## src/hdl/atapp_pkg.sv

```systemverilog
// Purpose: shared constants and carriers for the protect/power-down host port
// Assumes: one 25 MHz clock, synchronous active-high reset
// Notes:   command opcodes follow common ATA practice; the pin-function opcode is a parameter
package atapp_pkg;

  localparam int unsigned CLK_HZ        = 25_000_000;
  localparam int unsigned INIT_BUSY_SEC = 5;
  localparam int unsigned INIT_BUSY_CYC = CLK_HZ * INIT_BUSY_SEC;
  localparam int unsigned CMD_EXEC_CYC  = 4;

  localparam logic [7:0] REFUSE_STATUS = 8'h51;
  localparam logic [7:0] REFUSE_ERROR  = 8'h04;
  localparam logic [7:0] OK_STATUS     = 8'h50;
  localparam logic [7:0] OK_ERROR      = 8'h00;
  localparam logic [7:0] BUSY_STATUS   = 8'h80;

  // destructive opcodes
  localparam logic [7:0] CMD_ERASE_SECTOR = 8'hC0;
  localparam logic [7:0] CMD_FORMAT_TRACK = 8'h50;
  localparam logic [7:0] CMD_WRITE_DMA    = 8'hCA;
  localparam logic [7:0] CMD_WRITE_DMA_NR = 8'hCB;
  localparam logic [7:0] CMD_WRITE_LONG   = 8'h32;
  localparam logic [7:0] CMD_WRITE_LONG_N = 8'h33;
  localparam logic [7:0] CMD_WRITE_MULT   = 8'hC5;
  localparam logic [7:0] CMD_WRITE_MULT_E = 8'hCD;
  localparam logic [7:0] CMD_WRITE_SECT   = 8'h30;
  localparam logic [7:0] CMD_WRITE_SECT_N = 8'h31;
  localparam logic [7:0] CMD_WRITE_SECT_E = 8'h38;
  localparam logic [7:0] CMD_WRITE_VERIFY = 8'h3C;

  // pin-function select command and its argument (in the feature byte)
  localparam logic [7:0] CMD_PIN_FUNC     = 8'h8B;
  localparam logic [7:0] PIN_FUNC_PROTECT = 8'h00;
  localparam logic [7:0] PIN_FUNC_PWRDN   = 8'h01;

  localparam int unsigned FIFO_DEPTH = 8;
  localparam int unsigned WORD_W     = 16;

  typedef enum logic {
    ATAPP_FN_PROTECT,
    ATAPP_FN_PWRDN
  } atapp_func_t;

  // command as taken from the task file
  typedef struct packed {
    logic [7:0] opcode;
    logic [7:0] feature;
  } atapp_cmd_t;

  // completion report presented to the host
  typedef struct packed {
    logic [7:0] status;
    logic [7:0] error;
  } atapp_rpt_t;

endpackage

```

## src/hdl/atapp_port.sv

```systemverilog
// Purpose: host-port handshake outputs and protect/power-down pin handling
// Assumes: host inputs synchronous to clk; resetN and porN are active-low levels
// Notes:   pin function is held in a retained cell that no reset clears
//
// Functional notes
// - ready-to-transfer output is always asserted, never stretches a cycle
// - device readiness output negates to pause an incoming Ultra DMA burst
// - read strobe toggles once per word, both edges carry data
// - read burst pauses by holding the strobe when no word is available
// - word-width output is driven low for every 16-bit data cycle
// - interrupt request output is active high
// - host reset input is active low
// - pin acts as exactly one function, protect or power-down
// - function chosen by pin-function command; protect after first power-up
// - chosen function survives power cycles and resets
// - with protect active and pin low, destructive commands are refused
// - refused command reports status 51H and error 04H
// - non-destructive commands still run normally under protect
// - power-down pin during a command: finish, then enter standby
// - in pin-forced standby no further commands are accepted
// - only srst, or a power-on or hardware reset with pin high, leaves standby
// - first power-up reports busy for about five seconds
module atapp_port #(
  parameter int unsigned INIT_CYC  = atapp_pkg::INIT_BUSY_CYC,
  parameter int unsigned CMD_CYC   = atapp_pkg::CMD_EXEC_CYC,
  parameter int unsigned WIDTH     = atapp_pkg::WORD_W,
  parameter int unsigned DEPTH     = atapp_pkg::FIFO_DEPTH
) (
  // clock and resets
  input  wire logic                      clk,
  input  wire logic                      srst,
  input  wire logic                      resetN,
  input  wire logic                      porN,
  // protect/power-down pin, active low
  input  wire logic                      protect_powerdown_pinN,
  // command from task-file decode
  input  wire logic                      cmdValid,
  input  wire atapp_pkg::atapp_cmd_t     cmdIn,
  output logic                           cmdAccept,
  output atapp_pkg::atapp_rpt_t          rpt,
  output logic                           rptValid,
  // status toward host
  output logic                           busy,
  output logic                           standby,
  output logic                           pinFunc,
  output logic                           iordy,
  output logic                           iocs16N,
  output logic                           intrq,
  input  wire logic                      intAck,
  // ultra dma write (host to device)
  input  wire logic                      udmaWrActive,
  input  wire logic                      hostWordValid,
  input  wire logic [WIDTH-1:0]          hostWord,
  output logic                           ddmardyN,
  output logic                           mediaWordValid,
  output logic      [WIDTH-1:0]          mediaWord,
  input  wire logic                      mediaReady,
  // ultra dma read (device to host)
  input  wire logic                      udmaRdActive,
  input  wire logic                      hdmardyN,
  input  wire logic                      rdWordValid,
  input  wire logic [WIDTH-1:0]          rdWord,
  output logic                           rdWordReady,
  output logic                           dstrobe,
  output logic      [WIDTH-1:0]          dataOut,
  // retained configuration cell (non-volatile in silicon)
  input  wire logic                      nvFirstBoot,
  input  wire logic                      nvFunc,
  output logic                           nvWrite,
  output logic                           nvWrData
);

  typedef enum logic [2:0] {IDLE, INIT, EXEC, DONE, SLEEP} atapp_state_t;

  function automatic logic is_destructive(input logic [7:0] op);
    return (op == atapp_pkg::CMD_ERASE_SECTOR) || (op == atapp_pkg::CMD_FORMAT_TRACK) ||
           (op == atapp_pkg::CMD_WRITE_DMA)    || (op == atapp_pkg::CMD_WRITE_DMA_NR) ||
           (op == atapp_pkg::CMD_WRITE_LONG)   || (op == atapp_pkg::CMD_WRITE_LONG_N) ||
           (op == atapp_pkg::CMD_WRITE_MULT)   || (op == atapp_pkg::CMD_WRITE_MULT_E) ||
           (op == atapp_pkg::CMD_WRITE_SECT)   || (op == atapp_pkg::CMD_WRITE_SECT_N) ||
           (op == atapp_pkg::CMD_WRITE_SECT_E) || (op == atapp_pkg::CMD_WRITE_VERIFY);
  endfunction

  localparam int unsigned CW = $clog2(INIT_CYC + CMD_CYC + 1);

  atapp_state_t          state_r;
  logic [CW-1:0]         cnt_r;
  logic                  pinAtCmd_r;
  logic                  pdSeen_r;
  logic                  sleepHold_r;
  logic [7:0]            op_r;
  logic [7:0]            feat_r;
  logic                  anyRst;
  logic                  take;
  logic                  fifoInReady;
  logic                  ddmardyN_r;
  logic                  dstrobe_r;
  logic [WIDTH-1:0]      dataOut_r;
  logic                  rdTake;

  assign anyRst = srst || !resetN || !porN;
  assign take   = (state_r == IDLE) && cmdValid;

  ////////////////////////////////////////////////////////////////////////////
  // command sequencing

  always_ff @(posedge clk) begin
    if (anyRst) begin
      state_r <= INIT;
      cnt_r   <= '0;
    end else begin
      case (state_r)
        INIT: begin
          // first boot waits the full init time; later boots leave at once
          if (sleepHold_r) begin
            state_r <= SLEEP;
          end else if (!nvFirstBoot || cnt_r >= CW'(INIT_CYC - 1)) begin
            state_r <= IDLE;
            cnt_r   <= '0;
          end else begin
            cnt_r <= cnt_r + 1'b1;
          end
        end
        IDLE: begin
          if (cmdValid) begin
            state_r <= EXEC;
            cnt_r   <= '0;
          end
        end
        EXEC: begin
          if (cnt_r >= CW'(CMD_CYC - 1)) begin
            state_r <= DONE;
          end else begin
            cnt_r <= cnt_r + 1'b1;
          end
        end
        DONE: begin
          // finish the command, then drop to standby if the pin was seen and the power-down function is selected
          if (pdSeen_r && nvFunc == atapp_pkg::ATAPP_FN_PWRDN) begin
            state_r <= SLEEP;
          end else begin
            state_r <= IDLE;
          end
        end
        SLEEP: state_r <= SLEEP;
        default: state_r <= IDLE;
      endcase
    end
  end

  // pin is latched at take so a pin edge mid-command cannot change the verdict
  always_ff @(posedge clk) begin
    if (anyRst) begin
      pinAtCmd_r <= 1'b1;
      op_r       <= '0;
      feat_r     <= '0;
    end else if (take) begin
      pinAtCmd_r <= protect_powerdown_pinN;
      op_r       <= cmdIn.opcode;
      feat_r     <= cmdIn.feature;
    end
  end

  // pin low at take or in any execute cycle arms standby; the command still completes
  always_ff @(posedge clk) begin
    if (anyRst) begin
      pdSeen_r <= 1'b0;
    end else if (take) begin
      pdSeen_r <= !protect_powerdown_pinN;
    end else if (state_r == EXEC && !protect_powerdown_pinN) begin
      pdSeen_r <= 1'b1;
    end
  end

  // standby forced by the pin survives a host or power-on reset taken with the pin low
  // srst is the full system reset and always clears it
  always_ff @(posedge clk) begin
    if (srst) begin
      sleepHold_r <= 1'b0;
    end else if (anyRst) begin
      if (protect_powerdown_pinN) begin
        sleepHold_r <= 1'b0;
      end
    end else if (state_r == SLEEP) begin
      sleepHold_r <= 1'b1;
    end
  end

  ////////////////////////////////////////////////////////////////////////////
  // completion report, protect check, retained function

  always_ff @(posedge clk) begin
    if (anyRst) begin
      rptValid <= 1'b0;
      rpt      <= '{status: atapp_pkg::BUSY_STATUS, error: atapp_pkg::OK_ERROR};
    end else if (state_r == DONE) begin
      rptValid <= 1'b1;
      if (nvFunc == atapp_pkg::ATAPP_FN_PROTECT && !pinAtCmd_r
          && is_destructive(op_r)) begin
        rpt <= '{status: atapp_pkg::REFUSE_STATUS, error: atapp_pkg::REFUSE_ERROR};
      end else begin
        rpt <= '{status: atapp_pkg::OK_STATUS, error: atapp_pkg::OK_ERROR};
      end
    end else begin
      rptValid <= 1'b0;
      // only the power-up busy code is replaced; a finished report stands until the next one
      if (state_r == IDLE && rpt.status == atapp_pkg::BUSY_STATUS) begin
        rpt.status <= atapp_pkg::OK_STATUS;
      end
    end
  end

  // written only by the select command; no reset touches the stored value
  always_ff @(posedge clk) begin
    if (anyRst) begin
      nvWrite  <= 1'b0;
      nvWrData <= atapp_pkg::ATAPP_FN_PROTECT;
    end else begin
      nvWrite  <= (state_r == DONE) && (op_r == atapp_pkg::CMD_PIN_FUNC);
      nvWrData <= (feat_r == atapp_pkg::PIN_FUNC_PWRDN);
    end
  end

  ////////////////////////////////////////////////////////////////////////////
  // host-facing status lines
  // ready is never negated: the port has no wait states to insert

  always_ff @(posedge clk) begin
    if (anyRst) begin
      busy      <= 1'b1;
      standby   <= 1'b0;
      cmdAccept <= 1'b0;
      pinFunc   <= atapp_pkg::ATAPP_FN_PROTECT;
      iordy     <= 1'b1;
      iocs16N   <= 1'b1;
    end else begin
      busy      <= (state_r == INIT) || (state_r == EXEC);
      standby   <= (state_r == SLEEP);
      cmdAccept <= take;
      pinFunc   <= nvFunc;
      iordy     <= 1'b1;
      iocs16N   <= !(udmaRdActive || udmaWrActive || state_r == EXEC);
    end
  end

  always_ff @(posedge clk) begin
    if (anyRst) begin
      intrq <= 1'b0;
    end else if (state_r == DONE) begin
      intrq <= 1'b1;
    end else if (intAck) begin
      intrq <= 1'b0;
    end
  end

  ////////////////////////////////////////////////////////////////////////////
  // ultra dma paths

  atapp_fifo #(
    .WIDTH (WIDTH),
    .DEPTH (DEPTH)
  ) u_wrFifo (
    .clk      (clk),
    .srst     (anyRst),
    .inValid  (hostWordValid && udmaWrActive),
    .inReady  (fifoInReady),
    .inData   (hostWord),
    .outValid (mediaWordValid),
    .outReady (mediaReady),
    .outData  (mediaWord)
  );

  // negate readiness when the buffer fills; host may still send a word or two
  always_ff @(posedge clk) begin
    if (anyRst) begin
      ddmardyN_r <= 1'b1;
    end else begin
      ddmardyN_r <= !(udmaWrActive && fifoInReady);
    end
  end
  assign ddmardyN = ddmardyN_r;

  assign rdTake      = udmaRdActive && !hdmardyN && rdWordValid;
  assign rdWordReady = rdTake;

  always_ff @(posedge clk) begin
    if (anyRst) begin
      dstrobe_r <= 1'b1;
      dataOut_r <= '0;
    end else if (rdTake) begin
      dataOut_r <= rdWord;
      dstrobe_r <= !dstrobe_r;
    end
  end  // no word or host paused: strobe holds still
  assign dstrobe = dstrobe_r;
  assign dataOut = dataOut_r;

endmodule // atapp_port

```

## src/hdl/atapp_fifo.sv

```systemverilog
// Purpose: small synchronous FIFO in the data path
// Assumes: single clock, synchronous active-high reset
// Notes:   full and empty are exact; no write when full, no read when empty
module atapp_fifo #(
  parameter int unsigned WIDTH = 16,
  parameter int unsigned DEPTH = 8
) (
  // clock and reset
  input  wire logic             clk,
  input  wire logic             srst,
  // fill side
  input  wire logic             inValid,
  output logic                  inReady,
  input  wire logic [WIDTH-1:0] inData,
  // drain side
  output logic                  outValid,
  input  wire logic             outReady,
  output logic      [WIDTH-1:0] outData
);

  localparam int unsigned AW = (DEPTH > 1) ? $clog2(DEPTH) : 1;

  logic [WIDTH-1:0] mem [DEPTH];
  logic [AW-1:0]    wrPtr_r;
  logic [AW-1:0]    rdPtr_r;
  logic [AW:0]      count_r;
  logic             doWr;
  logic             doRd;

  assign inReady  = (count_r != (AW+1)'(DEPTH));
  assign outValid = (count_r != '0);
  assign outData  = mem[rdPtr_r];
  assign doWr     = inValid && inReady;
  assign doRd     = outValid && outReady;

  always_ff @(posedge clk) begin
    if (doWr) begin
      mem[wrPtr_r] <= inData;
    end
  end

  always_ff @(posedge clk) begin
    if (srst) begin
      wrPtr_r <= '0;
      rdPtr_r <= '0;
    end else begin
      if (doWr) begin
        wrPtr_r <= (wrPtr_r == AW'(DEPTH-1)) ? '0 : wrPtr_r + 1'b1;
      end
      if (doRd) begin
        rdPtr_r <= (rdPtr_r == AW'(DEPTH-1)) ? '0 : rdPtr_r + 1'b1;
      end
    end
  end

  always_ff @(posedge clk) begin
    if (srst) begin
      count_r <= '0;
    end else if (doWr && !doRd) begin
      count_r <= count_r + 1'b1;
    end else if (doRd && !doWr) begin
      count_r <= count_r - 1'b1;
    end
  end

endmodule // atapp_fifo

```

## config.mk

```make
export PLATFORM = sky130hd
export DESIGN_NAME = atapp_port
export DESIGN_NICKNAME = d
export VERILOG_FILES = /design/src/hdl/atapp_pkg.sv /design/src/hdl/atapp_port.sv /design/src/hdl/atapp_fifo.sv
export SDC_FILE = /design/constraint.sdc
export NUM_CORES = 1
export LEC_CHECK = 0
export BUFFER_PORTS_ARGS = -buffer_cell sky130_fd_sc_hd__buf_2
export CORE_ASPECT_RATIO = 2
export CORE_MARGIN = 5
export CORE_UTILIZATION = 40
export CTS_BUF_LIST = sky130_fd_sc_hd__clkbuf_8
export CTS_CLUSTER_SIZE = 12
export DETAILED_ROUTE_END_ITERATION = 16
export HOLD_SLACK_MARGIN = 0.08
export SKIP_LAST_GASP = 1
export SYNTH_ARGS = -nofsm -noshare
export SYNTH_HDL_FRONTEND = slang
export SYNTH_SLANG_ARGS = --single-unit
```

## constraint.sdc

```tcl
create_clock -name clk -period 3.8 [get_ports clk]
set_input_delay 0.57 -clock clk [delete_from_list [all_inputs] [get_ports clk]]
set_output_delay 0.57 -clock clk [all_outputs]
set_load 0.05 [all_outputs]
```

==> results of run 1 <==
## area by class of cell
| type | instances | share of cell area, % |
|---|---|---|
| flip-flops and latches | 221 | 55.2 |
| multi-input cells | 427 | 29.0 |
| repair buffers | 127 | 6.63 |
| clock buffers | 31 | 4.13 |
| well taps | 276 | 3.34 |
| clock inverters | 23 | 1.49 |
| inverters | 7 | 0.254 |
## cell usage in the layout (no fill, tap or decap), types with 2 or more instances in the layout
cell	instances
a211oi_1	2
a21boi_0	2
a21o_1	2
a21oi_1	54
and3_1	7
buf_2	112
buf_4	14
bufinv_16	2
clkbuf_8	31
clkinv_1	8
clkinv_2	5
conb_1	12
dfxtp_1	92
edfxtp_1	128
ha_1	8
inv_1	13
mux2_2	16
mux2i_1	2
mux4_2	32
nand2_1	96
nand2b_1	4
nand3_1	13
nand3b_1	4
nand4_1	8
nor2_1	66
nor3_1	11
nor3_2	4
nor3b_1	3
nor4_1	8
nor4b_1	2
o2111ai_1	2
o21ai_0	11
o21bai_1	2
o31ai_1	2
or2b_2	2
or3_2	2
xnor2_1	18
xor2_1	9
## registers in the layout, indices dropped and copies added (netlist names), 3 cells and up, named ones only
| register | cells |
|---|---|
| cnt_r | 27 |
| dataOut | 16 |
| feat_r | 8 |
| op_r | 8 |
| rpt | 4 |
| state_r | 3 |
| u_wrFifo.count_r | 4 |
| u_wrFifo.mem | 128 |
| u_wrFifo.rdPtr_r | 3 |
| u_wrFifo.wrPtr_r | 3 |
## power by group through the flow
stage	Clock, mW	Sequential [mW]	Combinational, mW
final	1.74	2.55	0.221
after global routing	1.93	2.55	0.240
after CTS	1.82	2.55	0.224
after detailed placement	0	2.60	0.223
after global placement	0	2.60	0.222
after floorplan	0	2.61	0.143
## worst max path at each step
stage | depth (start not counted) | from | to | slack [ps]
6_report | 12 | u_wrFifo.count_r[0] | u_wrFifo.count_r[3] | 990
5_1_grt | 12 | u_wrFifo.count_r[0] | u_wrFifo.count_r[3] | 750
4_1_cts | 4 | register | mediaWord[0] | 930
3_5_place_dp | 12 | udmaWrActive | u_wrFifo.count_r[3] | 880
3_3_place_gp | 12 | udmaWrActive | u_wrFifo.count_r[3] | 920
2_1_floorplan | 3 | udmaWrActive | u_wrFifo.mem[0][0] | 790
## logic make-up (layout without fill, tap and decap cells)
logic type,count (synthesis),after routing,synth area share (%)
AND/OR/NAND/NOR,245,245,13.1
flip-flops,221,221,64.3
AO/OA/AOI/OAI,84,84,5.43
multiplexers,50,50,10.4
buffers and inverters,48,188,2.76
XOR/XNOR,27,27,2.66
adder cells (fa/ha/maj),9,9,1.35
other,2,12,0.0846
## through the flow
step / setup WS (ps) / utilization, % / hold slack, ps / total power, mW / cell area, um2
final: 985 / 47.1 / 202 / 4.51 / 10300
after global placement: 922 / 44.4 / 440 / 2.82 / 9760
after global routing: 750 / 47.1 / 173 / 4.71 / 10300
after floorplan: 788 / - / 432 / 2.75 / 8910
after detailed placement: 882 / 44.4 / 444 / 2.82 / 9760
after CTS: 930 / 47.1 / 145 / 4.59 / 10300
## per-layer routing
metal	track usage, %	vias to the layer above	wire length (um)	part of all wire [%]
li1	-	2738	-	-
met1	15.0	2718	6640	35
met2	29.5	131	10600	57
met3	2.79	39	997	5.3
met4	5.37	0	500	2.7
met5	0	-	0	0
==> run metrics, run 1 <==
Worst setup EP type register; filler cell count 2049; r2r worst-path depth 12; critical path data required time 4290 ps; internal power 3.51 mW; Bufs and invs on worst path 2; die width 115 um; total overflow reported by the global router 0; initial DRC count 233; CTS sink count 221; clock root buffer clkbuf_8; relative slew slack 38.2%; gp weighted congestion 0.838; CP Data Arrival Time 3310 ps; final period utilization 74.1%; VDD IR max 0.000332 V; Min Clock Period, post-route 2810 ps; status finished, final reports clean; First-pass DRT Iterations 5; pin count of the biggest net entering global routing 51; hold worst-path end sleepHold_r; footprint of the multi-input gates 3000 um2; RR Endpoint u_wrFifo.count_r[3]; Critical Path Slowest Stage Cell dfxtp_1; Non-Filler Instances 1112; hold depth 2; Yosys reg bits 221; DP HPWL 12900 um; Placed Cells 1058; Reg2Reg Launch Point u_wrFifo.count_r[0]; Sw Ratio 22.2%; CTS Buf Count 30; input/output buffers 112; nets 886; Max Cap Violations 0; leakage power 3.56 nW; Final Skew 15.5 ps; Total GRT Usage 14.9%; FF+latch area 5710 um2; CTS max path bufs 3; Synth top cells by count edfxtp_1 (128), nand2_1 (96), dfxtp_1 (93); Finish-stage setup viols 0; most common cell in the netlist edfxtp_1; Pwr per Cell Area 436 nW/um2; worst slew pin tran 925 ps; Synth-to-Final Area Change 16.5%; core box area 22000 um2; Setup crit start kind register; largest cells by area after synthesis edfxtp_1 (43%), dfxtp_1 (21%), mux4_2 (8.1%), nand2_1 (4.1%), a21oi_1 (3.0%); ANT cells 0; initial antenna violation count 0; post-synth cell types 58; number of synthesized flops with an enable pin 128; Slew Viols, Final 0; Clock transition at path regs 70 ps; TNS Setup 0 ps; H-tree Lvls 1; cell count after synthesis 686; vias in the first global route 5860; first-pass GRT wire length 29800 um; vias per inst 5.06; row cnt 77; min-delay worst type primary input to register; Final Hold Vio Count 0; Initial Utilization 40.4%; via count 5626; CTS resizes 0; share of cells above drive strength 1 28.1%; Seq pwr share 56.6%; worst reg2reg setup slack 990 ps; Synth area leader edfxtp_1; Die Area 25500 um2; CP Cell Sequence nor3_1 -> a21boi_0 -> nand2_1 -> inv_1 -> ha_1 -> inv_1 -> ha_1 -> a21o_1 -> a21oi_1 -> xnor2_1 -> or3_1 -> a21oi_1; Post-CTS Setup Bufs 0; Synth async-reset ratio 0%; WL final 18800 um; CP max stage delay 360 ps; Detail Route Antenna Nets 0; power share of the combinational group 4.9%; Synth top area share 43.3%; Crit path max-delay family simple AND/OR/NAND/NOR gates; Synth Warn # 0; switching power 1.00 mW; DR WL/cell 16.9 um; fmax 355 MHz; die extent in y 221 um; # IOs 125; hold path startpoint srst; Top FF cell, synth edfxtp_1; RSZ-0062 raised after global routing no; # hold bufs at CTS 0; crit path max fanout 10; TritonCTS clock tree yes; syn avg cell area 12.9 um2; Seq/Total Area, Yosys 64.3%; DR DRC count 0; Clock Power Share 38.5%; critical path type register to register; Netlist Area Pre-Place 8880 um2; Worst-Skew Late Latency 560 ps
(Power assumes the default switching activity.)
==> run 2, diff against run 1 <==
--- a/config.mk
+++ b/config.mk
@@ -5,6 +5,7 @@
 export SDC_FILE = /design/constraint.sdc
 export NUM_CORES = 1
 export LEC_CHECK = 0
+export ABC_AREA = 1
 export BUFFER_PORTS_ARGS = -buffer_cell sky130_fd_sc_hd__buf_2
 export CORE_ASPECT_RATIO = 2
 export CORE_MARGIN = 5
==> constraint.sdc (replaced) <==
create_clock -name clk -period 2.31 [get_ports clk]
set_input_delay 0.3465 -clock clk [delete_from_list [all_inputs] [get_ports clk]]
set_output_delay 0.3465 -clock clk [all_outputs]
set_load 0.05 [all_outputs]
==> run 2 against run 1 <==
  * The run now ends with negative setup slack left
  * Sequential share of layout area down 7.4 points
  * Clock power increased by 86%
  * Area after synthesis up 5.7%
  * Wire length is 30% higher
  * Utilization rose by 4.4 points
  * Non-clock buffer count up 76
  * Largest power group unchanged
==> run metrics, run 2 <==
final period utilization 102%; row cnt 79; core box area 23200 um2; Setup crit start kind register; leakage power 4.71 nW; WL met2 14100 um; Pwr per Cell Area 667 nW/um2; Min Clock Period, post-route 2360 ps; critical path type register to output port; DR DRC count 0; Reg2Reg Launch Point u_wrFifo.count_r[1]; Finished Core Util 51.5%; DP HPWL 15500 um; VDD IR max 0.000551 V; Worst setup EP type output port; gp weighted congestion 0.841; most frequent cells in the layout nor2_1 (232), edfxtp_1 (128), nand2_1 (124); most flop-heavy register u_wrFifo.mem; syn avg cell area 9.40 um2; CP Cell Sequence buf_12 -> buf_16 -> nor2_1 -> nor2_1 -> o21ai_1 -> a31oi_1 -> buf_4; Final Skew 13.1 ps; Clock transition at path regs 70 ps; Total GRT Usage 18.0%; initial DRC count 389; Max Cap Violations 0; hold worst-path end sleepHold_r; ANT cells 0; Clock Power Share 40.5%; wire length on met1 8190 um; most common cell in the netlist nor2_1; Die Area 26800 um2; mux contribution to synthesized area 0.120%; CTS max path bufs 3; TNS Setup -198 ps; DR top layer met4; switching power 1.85 mW; share of cells above drive strength 1 20.9%; Post-Synth Adder-Cell Area 1.28%; power share of the combinational group 6.8%; pin count of the biggest net entering global routing 37; Synth top cells by count nor2_1 (241), edfxtp_1 (128), nand2_1 (124); Seq/Total Area, Yosys 60.8%; DR WL/cell 16.3 um; CTS sink count 221; fmax 424 MHz; H-tree Lvls 1; Sw Ratio 23.3%; Detail Route Antenna Nets 0; Slew Viols, Final 0; Synth area leader edfxtp_1; nets 1266; hold depth 4; Synth async-reset ratio 0%; met3 routed WL 1080 um; input/output buffers 112; Initial Utilization 40.4%; First-pass DRT Iterations 5; Finish-stage setup viols 9; min-delay worst type primary input to register; critical path data required time 1960 ps; number of synthesized flops with an enable pin 128; Netlist Area Pre-Place 9380 um2; Top FF cell, synth edfxtp_1; flip-flop count of the largest register after layout 128; WL final 24500 um; die extent in y 227 um; cell count after synthesis 998; largest family of logic cells by synthesized area simple AND/OR/NAND/NOR gates; via count 7516; Synth Warn # 0; total overflow reported by the global router 0; Compound-Gate Fraction of Synth Area 10.4%; Post-Synth XOR/XNOR Area 1.12%; simple-gate share of the synthesized area 20.4%; # IOs 125; CTS Buf Count 31; CP max stage delay 440 ps; vias per inst 5.01; crit path max fanout 8; Worst-Skew Late Latency 580 ps; r2r worst-path depth 14; internal power 6.12 mW; Synth top area share 41.0%; post-synth cell types 42; Yosys reg bits 221; Synth-to-Final Area Change 27.4%; TritonCTS clock tree yes; failing checks negative setup slack; first-pass GRT wire length 38800 um; worst reg2reg setup slack 100 ps; clock root buffer clkbuf_8; RSZ-0062 raised after global routing yes; final setup margin -47.1 ps; most used cell, CP nor2_1; status finished, violations left; Final Hold Vio Count 0; Seq pwr share 52.7%; RR Endpoint u_wrFifo.count_r[3]; die width 118 um; CP Data Arrival Time 2010 ps; initial antenna violation count 0; largest cells by area after synthesis edfxtp_1 (41%), dfxtp_1 (20%), nor2_1 (9.6%), o21ai_0 (5.3%), nand2_1 (5.0%); vias in the first global route 7846; commonest non-fill, non-tap cell in the layout nor2_1; hold path startpoint srst; Critical Path Slowest Stage Cell dfxtp_4
run 2: metrics by stage:
stage / cells / instance area, um2 / setup slack [ps] / total power, mW / hold WS, ps
6_report: 1501 / 12000 / -47.1 / 7.97 / 146
5_1_grt: 1501 / 12000 / -172 / 8.28 / 163
4_1_cts: 1499 / 11900 / -88.4 / 8.06 / 111
3_5_place_dp: 1378 / 10300 / 69.8 / 4.72 / 452
3_3_place_gp: 1378 / 10300 / 67.7 / 4.72 / 446
2_1_floorplan: 1008 / 9440 / 3.77 / 4.57 / 431
run 2: worst max-delay path by stage:
| stage | startpoint | endpoint | slack (ps) | depth (start not counted) |
|---|---|---|---|---|
| floorplan | register | mediaWord[0] | 4 | 6 |
| global placement | u_wrFifo.count_r[1] | u_wrFifo.count_r[3] | 70 | 14 |
| detailed placement | u_wrFifo.count_r[1] | u_wrFifo.count_r[3] | 70 | 14 |
| CTS | register | mediaWord[3] | -90 | 6 |
| global route | register | mediaWord[5] | -170 | 7 |
| finish | register | mediaWord[5] | -50 | 7 |
run 2: power by group through the flow:
stage,registers [mW],logic [mW],clock network (mW)
2_1_floorplan,4.30,0.272,0
3_3_place_gp,4.28,0.433,0
3_5_place_dp,4.28,0.437,0
4_1_cts,4.20,0.539,3.32
5_1_grt,4.20,0.588,3.50
6_report,4.20,0.544,3.23
run 2: worst max-delay path, delay by kind of cell, from the launching register on:
family | cells | cell delay (ps)
flip-flops | 1 | 440
AND/OR/NAND/NOR | 2 | 150
AO/OA/AOI/OAI | 2 | 320
buffers and inverters | 3 | 530
run 2: timing repair:
item | 4_1_cts | 5_1_grt
pin swaps | 11 | 31
endpoints found under the setup margin | 16 | 17
resized for setup | 42 | 37
hold endpoints to repair | 168 | 0
hold buffers | 56 | 0
buffers inserted | 2 | 1
gates cloned | 6 | 1
run 2: per-layer routing:
metal	track usage, %	vias up
met3	2.80	58
met1	16.6	3549
met2	36.9	174
met5	0	-
met4	9.30	0
li1	-	3735
run 2: kinds of logic after synthesis:
kind of cell	after synthesis
buffers and inverters	125
XOR/XNOR	12
adder cells (fa/ha/maj)	9
AND/OR/NAND/NOR	452
multiplexers	1
other	2
flip-flops	221
AO/OA/AOI/OAI	176
run 2: area by class of cell:
type	instances	area, um2
inverters	75	294
well taps	283	354
repair buffers	203	1660
flip-flops and latches	221	5710
clock inverters	26	233
multi-input cells	662	3280
clock buffers	31	427
fillers	2138	11300
